### src/tsw_pkg.sv
// constants and state encoding for the hardware task switch timer
package tsw_pkg;

	// ==========================================================
	// sizes
	localparam int NUM_TASKS = 4;
	localparam int TASK_W = 2;
	localparam int TIMER_W = 8;
	localparam int CNT_W = 4;
	localparam int DIV_W = 5;

	// ==========================================================
	// sequence timing in execution cycles
	localparam logic [CNT_W-1:0] SEQ_LAST = 4'hA;   // 11 cycles: 0..10
	localparam logic [CNT_W-1:0] SAVE_LAST = 4'h4;  // 5 cycles: 0..4

	// ==========================================================
	// count clock divider terminal counts
	localparam logic [DIV_W-1:0] DIV16_LAST = 5'h0F;
	localparam logic [DIV_W-1:0] DIV32_LAST = 5'h1F;

	// ==========================================================
	// next-task field and reset values
	localparam int NEXT_LSB = 0;
	localparam logic [NUM_TASKS-1:0] RST_TASK_EN = 4'h1;
	localparam logic [TIMER_W-1:0] RST_TIMER = 8'h00;
	localparam logic [TIMER_W-1:0] RST_PRESET = 8'h00;
	localparam logic RST_BCEN = 1'b1;
	localparam logic [TASK_W-1:0] RST_TASK = 2'h0;

	// ==========================================================
	// sequencer states
	typedef enum logic [1:0] {
		TSW_IDLE = 2'b00,
		TSW_SEQ = 2'b01,
		TSW_SAVE = 2'b10
	} tsw_state_t;

endpackage

### src/tsw_preset_mem.sv
// per-task slice preset storage with registered read data
module tsw_preset_mem (
	input wire logic clk_in,
	input wire logic srst_in,
	input wire logic wr_en_in,
	input wire logic [tsw_pkg::TASK_W-1:0] wr_addr_in,
	input wire logic [tsw_pkg::TIMER_W-1:0] wr_data_in,
	input wire logic [tsw_pkg::TASK_W-1:0] rd_addr_in,
	output logic [tsw_pkg::TIMER_W-1:0] rd_data_out
);

	// ==========================================================
	// state
	typedef struct packed {
		logic [tsw_pkg::NUM_TASKS-1:0][tsw_pkg::TIMER_W-1:0] word;
		logic [tsw_pkg::TIMER_W-1:0] rd;
	} tsw_mem_t;

	tsw_mem_t q;
	tsw_mem_t d;

	// write port and read register; read shows old word on a colliding write
	always_comb begin
		d = q;
		d.rd = q.word[rd_addr_in];
		if (wr_en_in) begin
			d.word[wr_addr_in] = wr_data_in;
		end
	end

	// registered copy
	always_ff @(posedge clk_in) begin
		if (srst_in) begin
			q <= '{word: {tsw_pkg::NUM_TASKS{tsw_pkg::RST_PRESET}}, rd: tsw_pkg::RST_PRESET};
		end else begin
			q <= d;
		end
	end

	assign rd_data_out = q.rd;

endmodule

### src/tsw_task_switch.sv
// task switch sequencer with per-task slice timer
module tsw_task_switch (
	input wire logic clk_in,
	input wire logic srst_in,
	input wire logic irq_active_in,
	input wire logic task_en_wr_in,
	input wire logic [tsw_pkg::NUM_TASKS-1:0] task_en_wdata_in,
	input wire logic next_task_wr_in,
	input wire logic [7:0] next_task_wdata_in,
	input wire logic slice_wr_in,
	input wire logic [tsw_pkg::TIMER_W-1:0] slice_wdata_in,
	input wire logic preset_wr_in,
	input wire logic [tsw_pkg::TASK_W-1:0] preset_idx_in,
	input wire logic [tsw_pkg::TIMER_W-1:0] preset_wdata_in,
	input wire logic bcen_wr_in,
	input wire logic bcen_wdata_in,
	input wire logic div32_sel_in,
	output logic [tsw_pkg::TASK_W-1:0] current_task_out,
	output logic [tsw_pkg::NUM_TASKS-1:0] task_enable_out,
	output logic [tsw_pkg::TIMER_W-1:0] slice_timer_out,
	output logic slice_count_enable_out,
	output logic switch_busy_out,
	output logic switch_start_out,
	output logic save_block_out,
	output logic irq_sp_sel_out
);

	// ==========================================================
	// helpers
	function automatic logic multi_enabled(input logic [tsw_pkg::NUM_TASKS-1:0] en);
		int n;
		n = 0;
		for (int i = 0; i < tsw_pkg::NUM_TASKS; i++) begin
			n = n + int'(en[i]);
		end
		return n > 1;
	endfunction

	// next enabled task above cur, wrapping; falls back to cur
	function automatic logic [tsw_pkg::TASK_W-1:0] next_enabled(
		input logic [tsw_pkg::TASK_W-1:0] cur,
		input logic [tsw_pkg::NUM_TASKS-1:0] en
	);
		logic [tsw_pkg::TASK_W-1:0] pick;
		logic [tsw_pkg::TASK_W-1:0] cand;
		logic found;
		pick = cur;
		found = 1'b0;
		for (int k = 1; k < tsw_pkg::NUM_TASKS; k++) begin
			cand = cur + k[tsw_pkg::TASK_W-1:0];
			if (!found && en[cand]) begin
				pick = cand;
				found = 1'b1;
			end
		end
		return pick;
	endfunction

	// at least one task always stays enabled
	function automatic logic [tsw_pkg::NUM_TASKS-1:0] force_task0(
		input logic [tsw_pkg::NUM_TASKS-1:0] en
	);
		logic [tsw_pkg::NUM_TASKS-1:0] r;
		r = en;
		if (en[tsw_pkg::NUM_TASKS-1:1] == '0) begin
			r[0] = 1'b1;
		end
		return r;
	endfunction

	// ==========================================================
	// state
	typedef struct packed {
		tsw_pkg::tsw_state_t state;
		logic [tsw_pkg::CNT_W-1:0] cnt;
		logic [tsw_pkg::DIV_W-1:0] div;
		logic [tsw_pkg::TIMER_W-1:0] timer;
		logic [tsw_pkg::TASK_W-1:0] cur;
		logic [tsw_pkg::TASK_W-1:0] target;
		logic [tsw_pkg::NUM_TASKS-1:0] en;
		logic bcen;
		logic pend;
		logic [tsw_pkg::TASK_W-1:0] pend_task;
		logic busy;
		logic start;
		logic save_blk;
		logic irq_sp;
	} tsw_regs_t;

	tsw_regs_t q;
	tsw_regs_t d;

	logic [tsw_pkg::TIMER_W-1:0] preset_rd;
	logic tick;
	logic count_en;
	logic uf;
	logic [tsw_pkg::TASK_W-1:0] wr_task;

	// ==========================================================
	// preset storage, read address follows the task being entered
	tsw_preset_mem u_preset (
		.clk_in(clk_in),
		.srst_in(srst_in),
		.wr_en_in(preset_wr_in),
		.wr_addr_in(preset_idx_in),
		.wr_data_in(preset_wdata_in),
		.rd_addr_in(q.target),
		.rd_data_out(preset_rd)
	);

	// ==========================================================
	// count tick, underflow and write decode
	always_comb begin
		tick = div32_sel_in ? (q.div == tsw_pkg::DIV32_LAST)
			: (q.div[3:0] == tsw_pkg::DIV16_LAST[3:0]);
		// timer frozen outside idle, in service, single task or halted
		count_en = tick && (q.state == tsw_pkg::TSW_IDLE) && !irq_active_in
			&& multi_enabled(q.en) && q.bcen;
		uf = count_en && (q.timer == '0);
		wr_task = next_task_wdata_in[tsw_pkg::NEXT_LSB +: tsw_pkg::TASK_W];
	end

	// ==========================================================
	// sequencer and timer next state
	always_comb begin
		d = q;
		d.start = 1'b0;
		d.irq_sp = irq_active_in;
		d.div = q.div + 5'h01;
		// divider restarts at the selected rate's terminal count (/16 or /32) so both rates share one counter
		if (tick) begin
			d.div = '0;
		end
		if (count_en) begin
			d.timer = q.timer - 8'h01;
		end
		if (slice_wr_in) begin
			d.timer = slice_wdata_in;
		end
		if (bcen_wr_in) begin
			d.bcen = bcen_wdata_in;
		end
		// enable bits recorded in every state, even while switching
		if (task_en_wr_in) begin
			d.en = force_task0(task_en_wdata_in);
		end
		// selection during service waits for the return
		if (next_task_wr_in && irq_active_in) begin
			d.pend = 1'b1;
			d.pend_task = wr_task;
		end
		unique case (q.state)
			tsw_pkg::TSW_IDLE: begin
				if (!irq_active_in && next_task_wr_in) begin
					// write wins over a coincident underflow: one sequence
					d.state = tsw_pkg::TSW_SEQ;
					d.target = wr_task;
					// a fresh selection supersedes any one left from service
					d.pend = 1'b0;
				end else if (!irq_active_in && q.pend) begin
					d.state = tsw_pkg::TSW_SEQ;
					d.target = q.pend_task;
					d.pend = 1'b0;
				end else if (uf) begin
					d.state = tsw_pkg::TSW_SEQ;
					d.target = next_enabled(q.cur, q.en);
				end
				if (d.state == tsw_pkg::TSW_SEQ) begin
					d.cnt = '0;
					d.busy = 1'b1;
					d.start = 1'b1;
				end
			end
			tsw_pkg::TSW_SEQ: begin
				// no count runs here, so a late underflow cannot retrigger
				d.cnt = q.cnt + 4'h1;
				if (q.cnt == tsw_pkg::SEQ_LAST) begin
					d.state = tsw_pkg::TSW_SAVE;
					d.cnt = '0;
					d.busy = 1'b0;
					d.save_blk = 1'b1;
					d.cur = q.target;
					d.timer = preset_rd;
				end
			end
			tsw_pkg::TSW_SAVE: begin
				// next-task writes here outside service are dropped, not queued
				d.cnt = q.cnt + 4'h1;
				if (q.cnt == tsw_pkg::SAVE_LAST) begin
					d.state = tsw_pkg::TSW_IDLE;
					d.save_blk = 1'b0;
				end
			end
			default: begin
				d.state = tsw_pkg::TSW_IDLE;
			end
		endcase
	end

	// ==========================================================
	// registered copy
	always_ff @(posedge clk_in) begin
		if (srst_in) begin
			q <= '{state: tsw_pkg::TSW_IDLE, cnt: '0, div: '0, timer: tsw_pkg::RST_TIMER,
				cur: tsw_pkg::RST_TASK, target: tsw_pkg::RST_TASK, en: tsw_pkg::RST_TASK_EN,
				bcen: tsw_pkg::RST_BCEN, pend: 1'b0, pend_task: tsw_pkg::RST_TASK,
				busy: 1'b0, start: 1'b0, save_blk: 1'b0, irq_sp: 1'b0};
		end else begin
			q <= d;
		end
	end

	// ==========================================================
	// outputs, all from flops
	assign current_task_out = q.cur;
	assign task_enable_out = q.en;
	assign slice_timer_out = q.timer;
	assign slice_count_enable_out = q.bcen;
	assign switch_busy_out = q.busy;
	assign switch_start_out = q.start;
	assign save_block_out = q.save_blk;
	assign irq_sp_sel_out = q.irq_sp;
endmodule

### config.mk
export PLATFORM = sky130hd
export DESIGN_NAME = tsw_task_switch
export DESIGN_NICKNAME = d
export VERILOG_FILES = /design/src/tsw_pkg.sv /design/src/tsw_preset_mem.sv /design/src/tsw_task_switch.sv
export SDC_FILE = /design/constraint.sdc
export NUM_CORES = 1
export LEC_CHECK = 0
export BUFFER_PORTS_ARGS = -buffer_cell sky130_fd_sc_hd__buf_4
export CORE_MARGIN = 5
export CORE_UTILIZATION = 57
export CTS_CLUSTER_SIZE = 25
export DETAILED_ROUTE_END_ITERATION = 8
export PLACE_DENSITY_LB_ADDON = 0.15
export SKIP_LAST_GASP = 1
export SLEW_MARGIN = 20
export SYNTH_ARGS = -nofsm -noshare
export SYNTH_HDL_FRONTEND = slang
export SYNTH_HIERARCHICAL = 1
export SYNTH_SLANG_ARGS = --single-unit
### constraint.sdc
create_clock -name clk_in -period 4 [get_ports clk_in]
set_clock_uncertainty 0.2 [all_clocks]
set_input_delay 0.6 -clock clk_in [delete_from_list [all_inputs] [get_ports clk_in]]
set_output_delay 0.6 -clock clk_in [all_outputs]
set_load 0.05 [all_outputs]
Word level (Yosys, flattened, before mapping)
Index checks and enable logic that the tools add are counted.
- bits in registers: 75
- input port bits: 40
- output and inout bits: 19
- word-level logic and storage cells: 127
- add/subtract/negate cells: 9
- $lt $le $gt $ge: 7
- eq/ne operators: 10
- mux-type cells: 52
- bitwise gates (word level): 1
- reduce and logical (&&, ||, !) cells: 29
- operators by type and width (operator ; count):
    32-bit bitwise mux ; 1
    8-bit two-way mux ; 4
    2-bit two-way mux ; 12
    1-bit two-way mux ; 21
    10-bit two-way mux ; 2
    8-bit binary-select mux with 2-bit select ; 1
    8-bit demux with 2-bit select ; 1
    2-bit by 3-bit < comparator with 1-bit output (second input constant) ; 5
    4-bit case mux with 3 select lines ; 1
    1-bit logical AND ; 11
    4-bit equality test (second input constant) ; 2
    8-bit logical NOT ; 1
    2-bit AND reduction ; 4
    8-bit by 1-bit subtractor with 8-bit output (second input constant) ; 1
    1-bit binary-select mux with 2-bit select ; 3
    6-bit two-way mux ; 1
    2-bit case mux with 3 select lines ; 1
    3-bit AND reduction ; 2
    3-bit nonzero test ; 2
    5-bit by 1-bit adder with 5-bit output (second input constant) ; 1
    5-bit equality test (second input constant) ; 1
    2-bit adder (second input constant) ; 2
    3-bit by 1-bit adder with 4-bit output ; 1
    4-bit by 1-bit adder with 4-bit output (second input constant) ; 1
    other kinds (19) ; 26

Logic depth before layout (Yosys ltp)
Gate-level depths: netlist (run 1).
- depth after elaboration: 24
- depth in mapped cells: 8
- gate-level depth less buffers: 8

Hierarchy
Netlist (run 1), hierarchy kept.
- modules (own cells, without submodules) (module ; times used ; cells an instance ; area each (um^2) ; seq. area each (um^2)):
    tsw_task_switch ; 1 ; 254 ; 2079.5 ; 700.7
    tsw_preset_mem ; 1 ; 164 ; 1761.7 ; 800.8

Least setup slack after synthesis (run 1)
OpenSTA, ideal clock, no wires.
- kind: register -> register
- start point: reg q (netlist bit task_enable_out[0])
- end point: reg q (netlist bit slice_timer_out[6])
- library setup time: 0.133 ns
- arrival time: 1.855 ns
- slack: 1.812 ns
- stages on the path, launching flop included: 7
- buffers on the path: 0
- clock period less this slack: 2.188 ns
- path through: dfxtp_1 fa_1 a21oi_1 a211o_1 o31a_1 o21ai_0 a31oi_1
- cells in the longest elaborated chain, start to end: 10
- RTL lines (what ; RTL line ; RTL):
    start, declared ; tsw_task_switch.sv:90 ; tsw_regs_t q;
    start signal, assigned ; tsw_task_switch.sv:204 ; q <= '{state: tsw_pkg::TSW_IDLE, cnt: '0, div: '0, timer: tsw_pkg::RST_TIMER,
    1-bit by 1-bit adder with 2-bit output * ; tsw_task_switch.sv:34 ; n = n + int'(en[i]);
    2-bit by 1-bit adder with 3-bit output * ; tsw_task_switch.sv:34 ;
    3-bit by 1-bit adder with 4-bit output * ; tsw_task_switch.sv:34 ;
    4-bit by 1-bit greater-than comparator with 1-bit output * ; tsw_task_switch.sv:36 ; return n > 1;
    1-bit logical AND * (2 in series) ; tsw_task_switch.sv:118 ; && multi_enabled(q.en) && q.bcen;
    8-bit two-way mux * ; tsw_task_switch.sv:134 ; if (count_en) begin
    8-bit two-way mux * ; tsw_task_switch.sv:137 ; if (slice_wr_in) begin
    10-bit two-way mux ; tsw_task_switch.sv:177 ; if (q.cnt == tsw_pkg::SEQ_LAST) begin
    10-bit two-way mux * ; tsw_task_switch.sv:152 ; unique case (q.state)
Mark *: on every way between the ends. The rest lies on a longest branch, timed or not.
A chain may end at the register's enable or synchronous reset.

==> flow_summary.json, run 1 <==
{
  "first_pass_iters": 6,
  "clock-root-buffer": "clkbuf_8",
  "hpwlAfterDp_um": 5440,
  "cts_resized": 0,
  "fp.coreArea_mm2": 0.00668,
  "drtIter0Drc": 60,
  "syn_to_final_growth_pct": 12.2,
  "fin_cells": 521,
  "cts_buffers": 9,
  "overflow": 0,
  "drv_cap": 0,
  "synth.area.top_cells": "dfxtp_1 39%, mux2i_1 14%, nand2b_1 7.3%",
  "grt_max_degree": 68,
  "async_reset_ff_share_pct": 0,
  "fin_crit_ps": 2470,
  "antenna_found_initial": 0,
  "clk_pin_slew_ps": 80,
  "ys_seq_area_share_pct": 39.1,
  "cpPeakStageDelay_ps": 490,
  "critPathRequiredTime_ps": 4020,
  "nNetsFinal": 487,
  "cp_max_fo": 9,
  "gp_congestion": 0.794,
  "synth_edf_count": 0,
  "hold_path.class": "flop to flop",
  "cpMostUsedCell": "ha_1",
  "synth_cell_types": 55,
  "start_util_pct": 57.5,
  "antenna_cells": 0,
  "path_cells": "ha_1, and3_1, ha_1, nand2_1, a211oi_4, nor2_1, o311ai_1, o41ai_1",
  "syn_nets": 469,
  "crit_type": "flop to flop",
  "dpl_cell_area_mm2": 0.00406,
  "synthMostInstantiatedCell": "dfxtp_1",
  "finalSetupViolations": 0,
  "ir_worst_vdd_mv": 0.204,
  "status": "completed",
  "vias_per_cell": 5.64,
  "insertion_delay_ps": 350,
  "fp.dieW_um": 92.1,
  "fin_crit_sh_pct": 61.8,
  "dp_cells": 505,
  "path_buf_inv": 0,
  "setup_tns_ps": 0,
  "report.final.slew_viol_count": 0,
  "grt_usage_pct": 19.6,
  "grt_pass1_wl_um": 13400,
  "post-cts-setup-buffers": 0,
  "ys_warn_count": 6,
  "cts.path.max_buffers": 2,
  "die_h_um": 92.1,
  "arrival_ps": 2500,
  "ys_top_cells_by_count": "75 x dfxtp_1, 53 x mux2i_1, 45 x nand2b_1",
  "synth-main-ff-cell": "dfxtp_1",
  "leakage_nw": 1.78,
  "timing.reg2reg.setup_slack_ps": 1530,
  "cts_tree": "built",
  "cp-end-kind": "flop",
  "power_density_mw_per_mm2": 410,
  "postRouteAntennaNets": 0,
  "routedWlPerCell_um": 15.1,
  "hold_buffers": 0,
  "cpLargestDelayFamily": "compound AO/OA/AOI/OAI gates",
  "synth.avg_cell_area_um2": 9.19,
  "rsz0062_at_grt": "no",
  "final-hold-violation-count": 0,
  "port_buffers": 52,
  "wl_um": 7890,
  "fin_area_mm2": 0.00431,
  "rows": 30,
  "slew_headroom_pct": 30.9,
  "start_kind": "flop",
  "synth_cells": 418,
  "synth_top_cell_area_share_pct": 39.1,
  "dieArea_mm2": 0.00848,
  "fmax_mhz": 404,
  "hold_ws_ps": 245,
  "nFillCells": 593,
  "yosysTopAreaCell": "dfxtp_1",
  "syn_area_mm2": 0.00384,
  "cp_slowest_cell": "a211oi_4",
  "ios": 59,
  "yosys_register_bits": 75,
  "grt_pass1_vias": 2963,
  "cts.sinks": 75,
  "route.detailed.drc": 0,
  "via_count": 2940,
  "drive_gt1_share_pct": 17.0,
  "cts_max_level": 3,
  "max_slew.worst_pin.slew_ps": 1040
}
==> worst paths after layout <==
kind | startpoint | endpoint | cells past startpoint
setup / recovery | q[24] | q[31] | 8
hold / removal | u_preset/rd_data_out[0] | slice_timer_out[0] | 2
setup reg to reg | q[24] | q[31] | 8
hold reg to reg | u_preset/rd_data_out[0] | slice_timer_out[0] | 2
==> worst min-delay path, delay by kind of cell, from the launching register on <==
family,cells,cell delay (ps)
AOI/OAI and AO/OA,1,50
and+or+nand+nor,1,50
DFF,1,310
==> kinds of logic after synthesis <==
kind of cell	count (synthesis)	share of synthesized area, %
mux	53	13.8
simple gates	139	20.7
compound gates	75	12.9
flops	75	39.1
xor+xnor	5	1.14
buf+inv	60	8.50
fa+ha+maj	11	3.78
==> layout make-up <==
type                            instances  area [um^2]  share of cell area (%)
Sequential cell                        75         1500                    34.8
Clock inverter                          6          113                    2.61
Clock buffer                           10          138                    3.19
Timing Repair Buffer                   52          390                    9.05
Inverter                               15         56.3                    1.31
Tap cell                               80          100                    2.32
Multi-Input combinational cell        283         2010                    46.7
==> report_power, final <==
part	total (mW)	switching (mW)	internal (mW)
logic	0.238	0.136	0.102
clock network	0.720	0.289	0.431
registers	0.808	0.0305	0.778
total	1.77	0.455	1.31
==> flip-flops by register name, indices dropped and copies added (netlist names) <==
register and flops:
current_task_out 2, irq_sp_sel_out 1, q 16, save_block_out 1, slice_count_enable_out 1, slice_timer_out 8
switch_busy_out 1, switch_start_out 1, task_enable_out 4, u_preset/q 32, u_preset/rd_data_out 8
==> cell usage in the layout, fill, tap and decap left out, drive strengths merged, types with 4 or more instances in the layout <==
cell,n
nor3b,4
inv,15
mux2i,53
a21oi,22
nor3,5
nand3b,6
nand2,23
nor2,17
dfxtp,75
o21ai,11
buf,52
o22ai,11
a31oi,4
nand2b,45
clkbuf,10
ha,10
nand3,14
==> through the flow <==
stage	total power [mW]	setup slack [ps]	util, %
after floorplan	1.00	1810	-
after global placement	1.06	1540	60.8
after detailed placement	1.06	1510	60.8
after CTS	1.78	1500	64.5
after global routing	1.84	1330	64.5
final	1.77	1530	64.5
==> layer usage <==
layer  wire length [um]  global-route usage (%)  vias to the layer above  share of wire (%)
met3                300                    4.68                       14                3.8
met4                166                    8.79                        0                2.1
met5                  0                       0                        -                  0
met2               3750                    32.5                       51                 48
li1                   -                       -                     1480                  -
met1               3670                    23.9                     1395                 47
Power figures use the tool's default switching activity.
==> run 2, diff against run 1 <==
==> constraint.sdc (replaced) <==
create_clock -name clk_in -period 2.5 [get_ports clk_in]
set_clock_uncertainty 0.2 [all_clocks]
set_input_delay 0.375 -clock clk_in [delete_from_list [all_inputs] [get_ports clk_in]]
set_output_delay 0.375 -clock clk_in [all_outputs]
set_load 0.05 [all_outputs]
==> run 2 against run 1 <==
  * Final area is 0.26% higher
  * First-iteration DRC count increased by 100%
  * Total power increased by 53%
  * Routed wire length rose by 0.55%
  * Largest power group unchanged
  * Combinational power grew 68%
  * Worst setup slack got worse by 1400 ps
  * Clock-buffer cell count shrank 1
  * Utilization is 0.17 points higher
  * Sequential power up 58%
  * Critical path type unchanged
  * Sequential share of layout area is 0.091 points lower
==> flow_summary.json, run 2 (synthesized netlist as in run 1, its figures left out) <==
{
  "status": "completed",
  "most-common-layout-cells": "75 x dfxtp_1, 58 x buf_4, 53 x mux2i_1, 45 x nand2b_1, 23 x nand2_1",
  "gr-usage-met3_pct": 3.53,
  "cp_slowest_cell": "fa_1",
  "grt_pass1_wl_um": 13100,
  "critPathRequiredTime_ps": 2530,
  "use_met2_pct": 31.9,
  "crit_type": "flop to flop",
  "gp_congestion": 0.840,
  "postRouteAntennaNets": 0,
  "hold_path.class": "primary input to flop",
  "p_int_mw": 1.97,
  "p_sw_share_pct": 27.0,
  "setup_slack_ps": 101,
  "pwr-share-clk_pct": 37.8,
  "cp_max_fo": 9,
  "antenna_cells": 0,
  "start_kind": "flop",
  "nFillCells": 550,
  "grtUsageMet1_pct": 23.7,
  "nNetsFinal": 493,
  "dp_slack_ps": 121,
  "start_util_pct": 57.5,
  "p_seq_share_pct": 47.4,
  "report.final.slew_viol_count": 0,
  "p_sw_mw": 0.731,
  "final-hold-violation-count": 0,
  "ir_worst_vdd_mv": 0.409,
  "cts_tree": "built",
  "cts_max_level": 3,
  "fin_area_mm2": 0.00432,
  "power_density_mw_per_mm2": 625,
  "hpwlAfterDp_um": 5600,
  "route.detailed.drc": 0,
  "setup_tns_ps": 0,
  "die_h_um": 92.1,
  "post-cts-setup-buffers": 0,
  "vias_per_cell": 5.63,
  "first_pass_iters": 4,
  "grt_pass1_vias": 2867,
  "slew_headroom_pct": 61.2,
  "cts.sinks": 75,
  "dp_cells": 511,
  "path_cells": "fa_1, a21oi_1, a211oi_4, nor2_1, o311ai_1, o41ai_1",
  "rsz0062_at_grt": "no",
  "max_slew.worst_pin.slew_ps": 580,
  "syn_to_final_growth_pct": 12.5,
  "rows": 30,
  "dieArea_mm2": 0.00848,
  "largest_reg_flops": 32,
  "cp-end-kind": "flop",
  "port_buffers": 52,
  "clock-root-buffer": "clkbuf_8",
  "fin_crit_sh_pct": 96.0,
  "grt_busiest_layer": "met2",
  "cts_buffers": 9,
  "drive_gt1_share_pct": 18.1,
  "fin_crit_ps": 2400,
  "grt_usage_pct": 19.1,
  "fmax_mhz": 417,
  "wl_um": 7930,
  "fp.coreArea_mm2": 0.00668,
  "fp.dieW_um": 92.1,
  "power_frac_comb_pct": 14.8,
  "cts_resized": 0,
  "clk_pin_slew_ps": 80,
  "cpPeakStageDelay_ps": 550,
  "dpl_cell_area_mm2": 0.00411,
  "reg_top3": "u_preset/q x32, q x16",
  "ios": 59,
  "insertion_delay_ps": 350,
  "antenna_found_initial": 0,
  "p_total_mw": 2.70,
  "fin_cells": 527,
  "drtIter0Drc": 122,
  "final_common_cell": "dfxtp_1",
  "finalSetupViolations": 0,
  "grt_max_degree": 38,
  "cts.path.max_buffers": 2,
  "via_count": 2968,
  "drv_cap": 0,
  "hold_buffers": 0,
  "arrival_ps": 2430,
  "overflow": 0,
  "leakage_nw": 1.80,
  "max_flop_register": "u_preset/q",
  "routedWlPerCell_um": 15.0
}
## run 2: per-stage QoR
step                utilization [%]  hold WS [ps]
floorplan                         -           218
global placement               61.5           233
detailed placement             61.5           241
CTS                            64.7          35.0
global route                   64.7          50.6
finish                         64.7          43.7
## run 2: worst paths after layout
| path | start | endpoint | slack, ps | depth (start not counted) |
|---|---|---|---|---|
| setup / recovery | task_enable_out[0] | q[31] | 100 | 6 |
| hold / removal | bcen_wdata_in | slice_count_enable_out | 40 | 3 |
| setup reg to reg | task_enable_out[0] | q[31] | 100 | 6 |
| hold reg to reg | u_preset/rd_data_out[0] | slice_timer_out[0] | 250 | 2 |
## run 2: final cells by class
class,instances,area [um^2],area share (%)
clock buffer,9,124,2.87
clock inverter,7,92.6,2.14
inverter,15,56.3,1.30
multi-input combinational,283,2010,46.6
sequential,75,1500,34.7
tap,80,100,2.32
timing repair buffer,58,435,10.1
## run 2: worst max-delay path, delay by kind of cell (launching register included)
kind | cells | cell delay [ps]
AO/OA/AOI/OAI | 4 | 990
adder cells (fa/ha/maj) | 1 | 550
flip-flops | 1 | 360
AND/OR/NAND/NOR | 1 | 180
## run 2: power groups by stage
stage                     Clock (mW)  Combinational, mW  Sequential (mW)
final                           1.02              0.399             1.28
after global routing            1.09              0.433             1.29
after CTS                       1.04              0.401             1.28
after detailed placement           0              0.399             1.31
after global placement             0              0.393             1.31
after floorplan                    0              0.280             1.32
## run 2: routing by layer
metal | share of wire [%] | vias to the layer above
li1 | - | 1492
met1 | 47 | 1394
met2 | 48 | 70
met3 | 4.1 | 12
met4 | 1.6 | 0
met5 | 0 | -
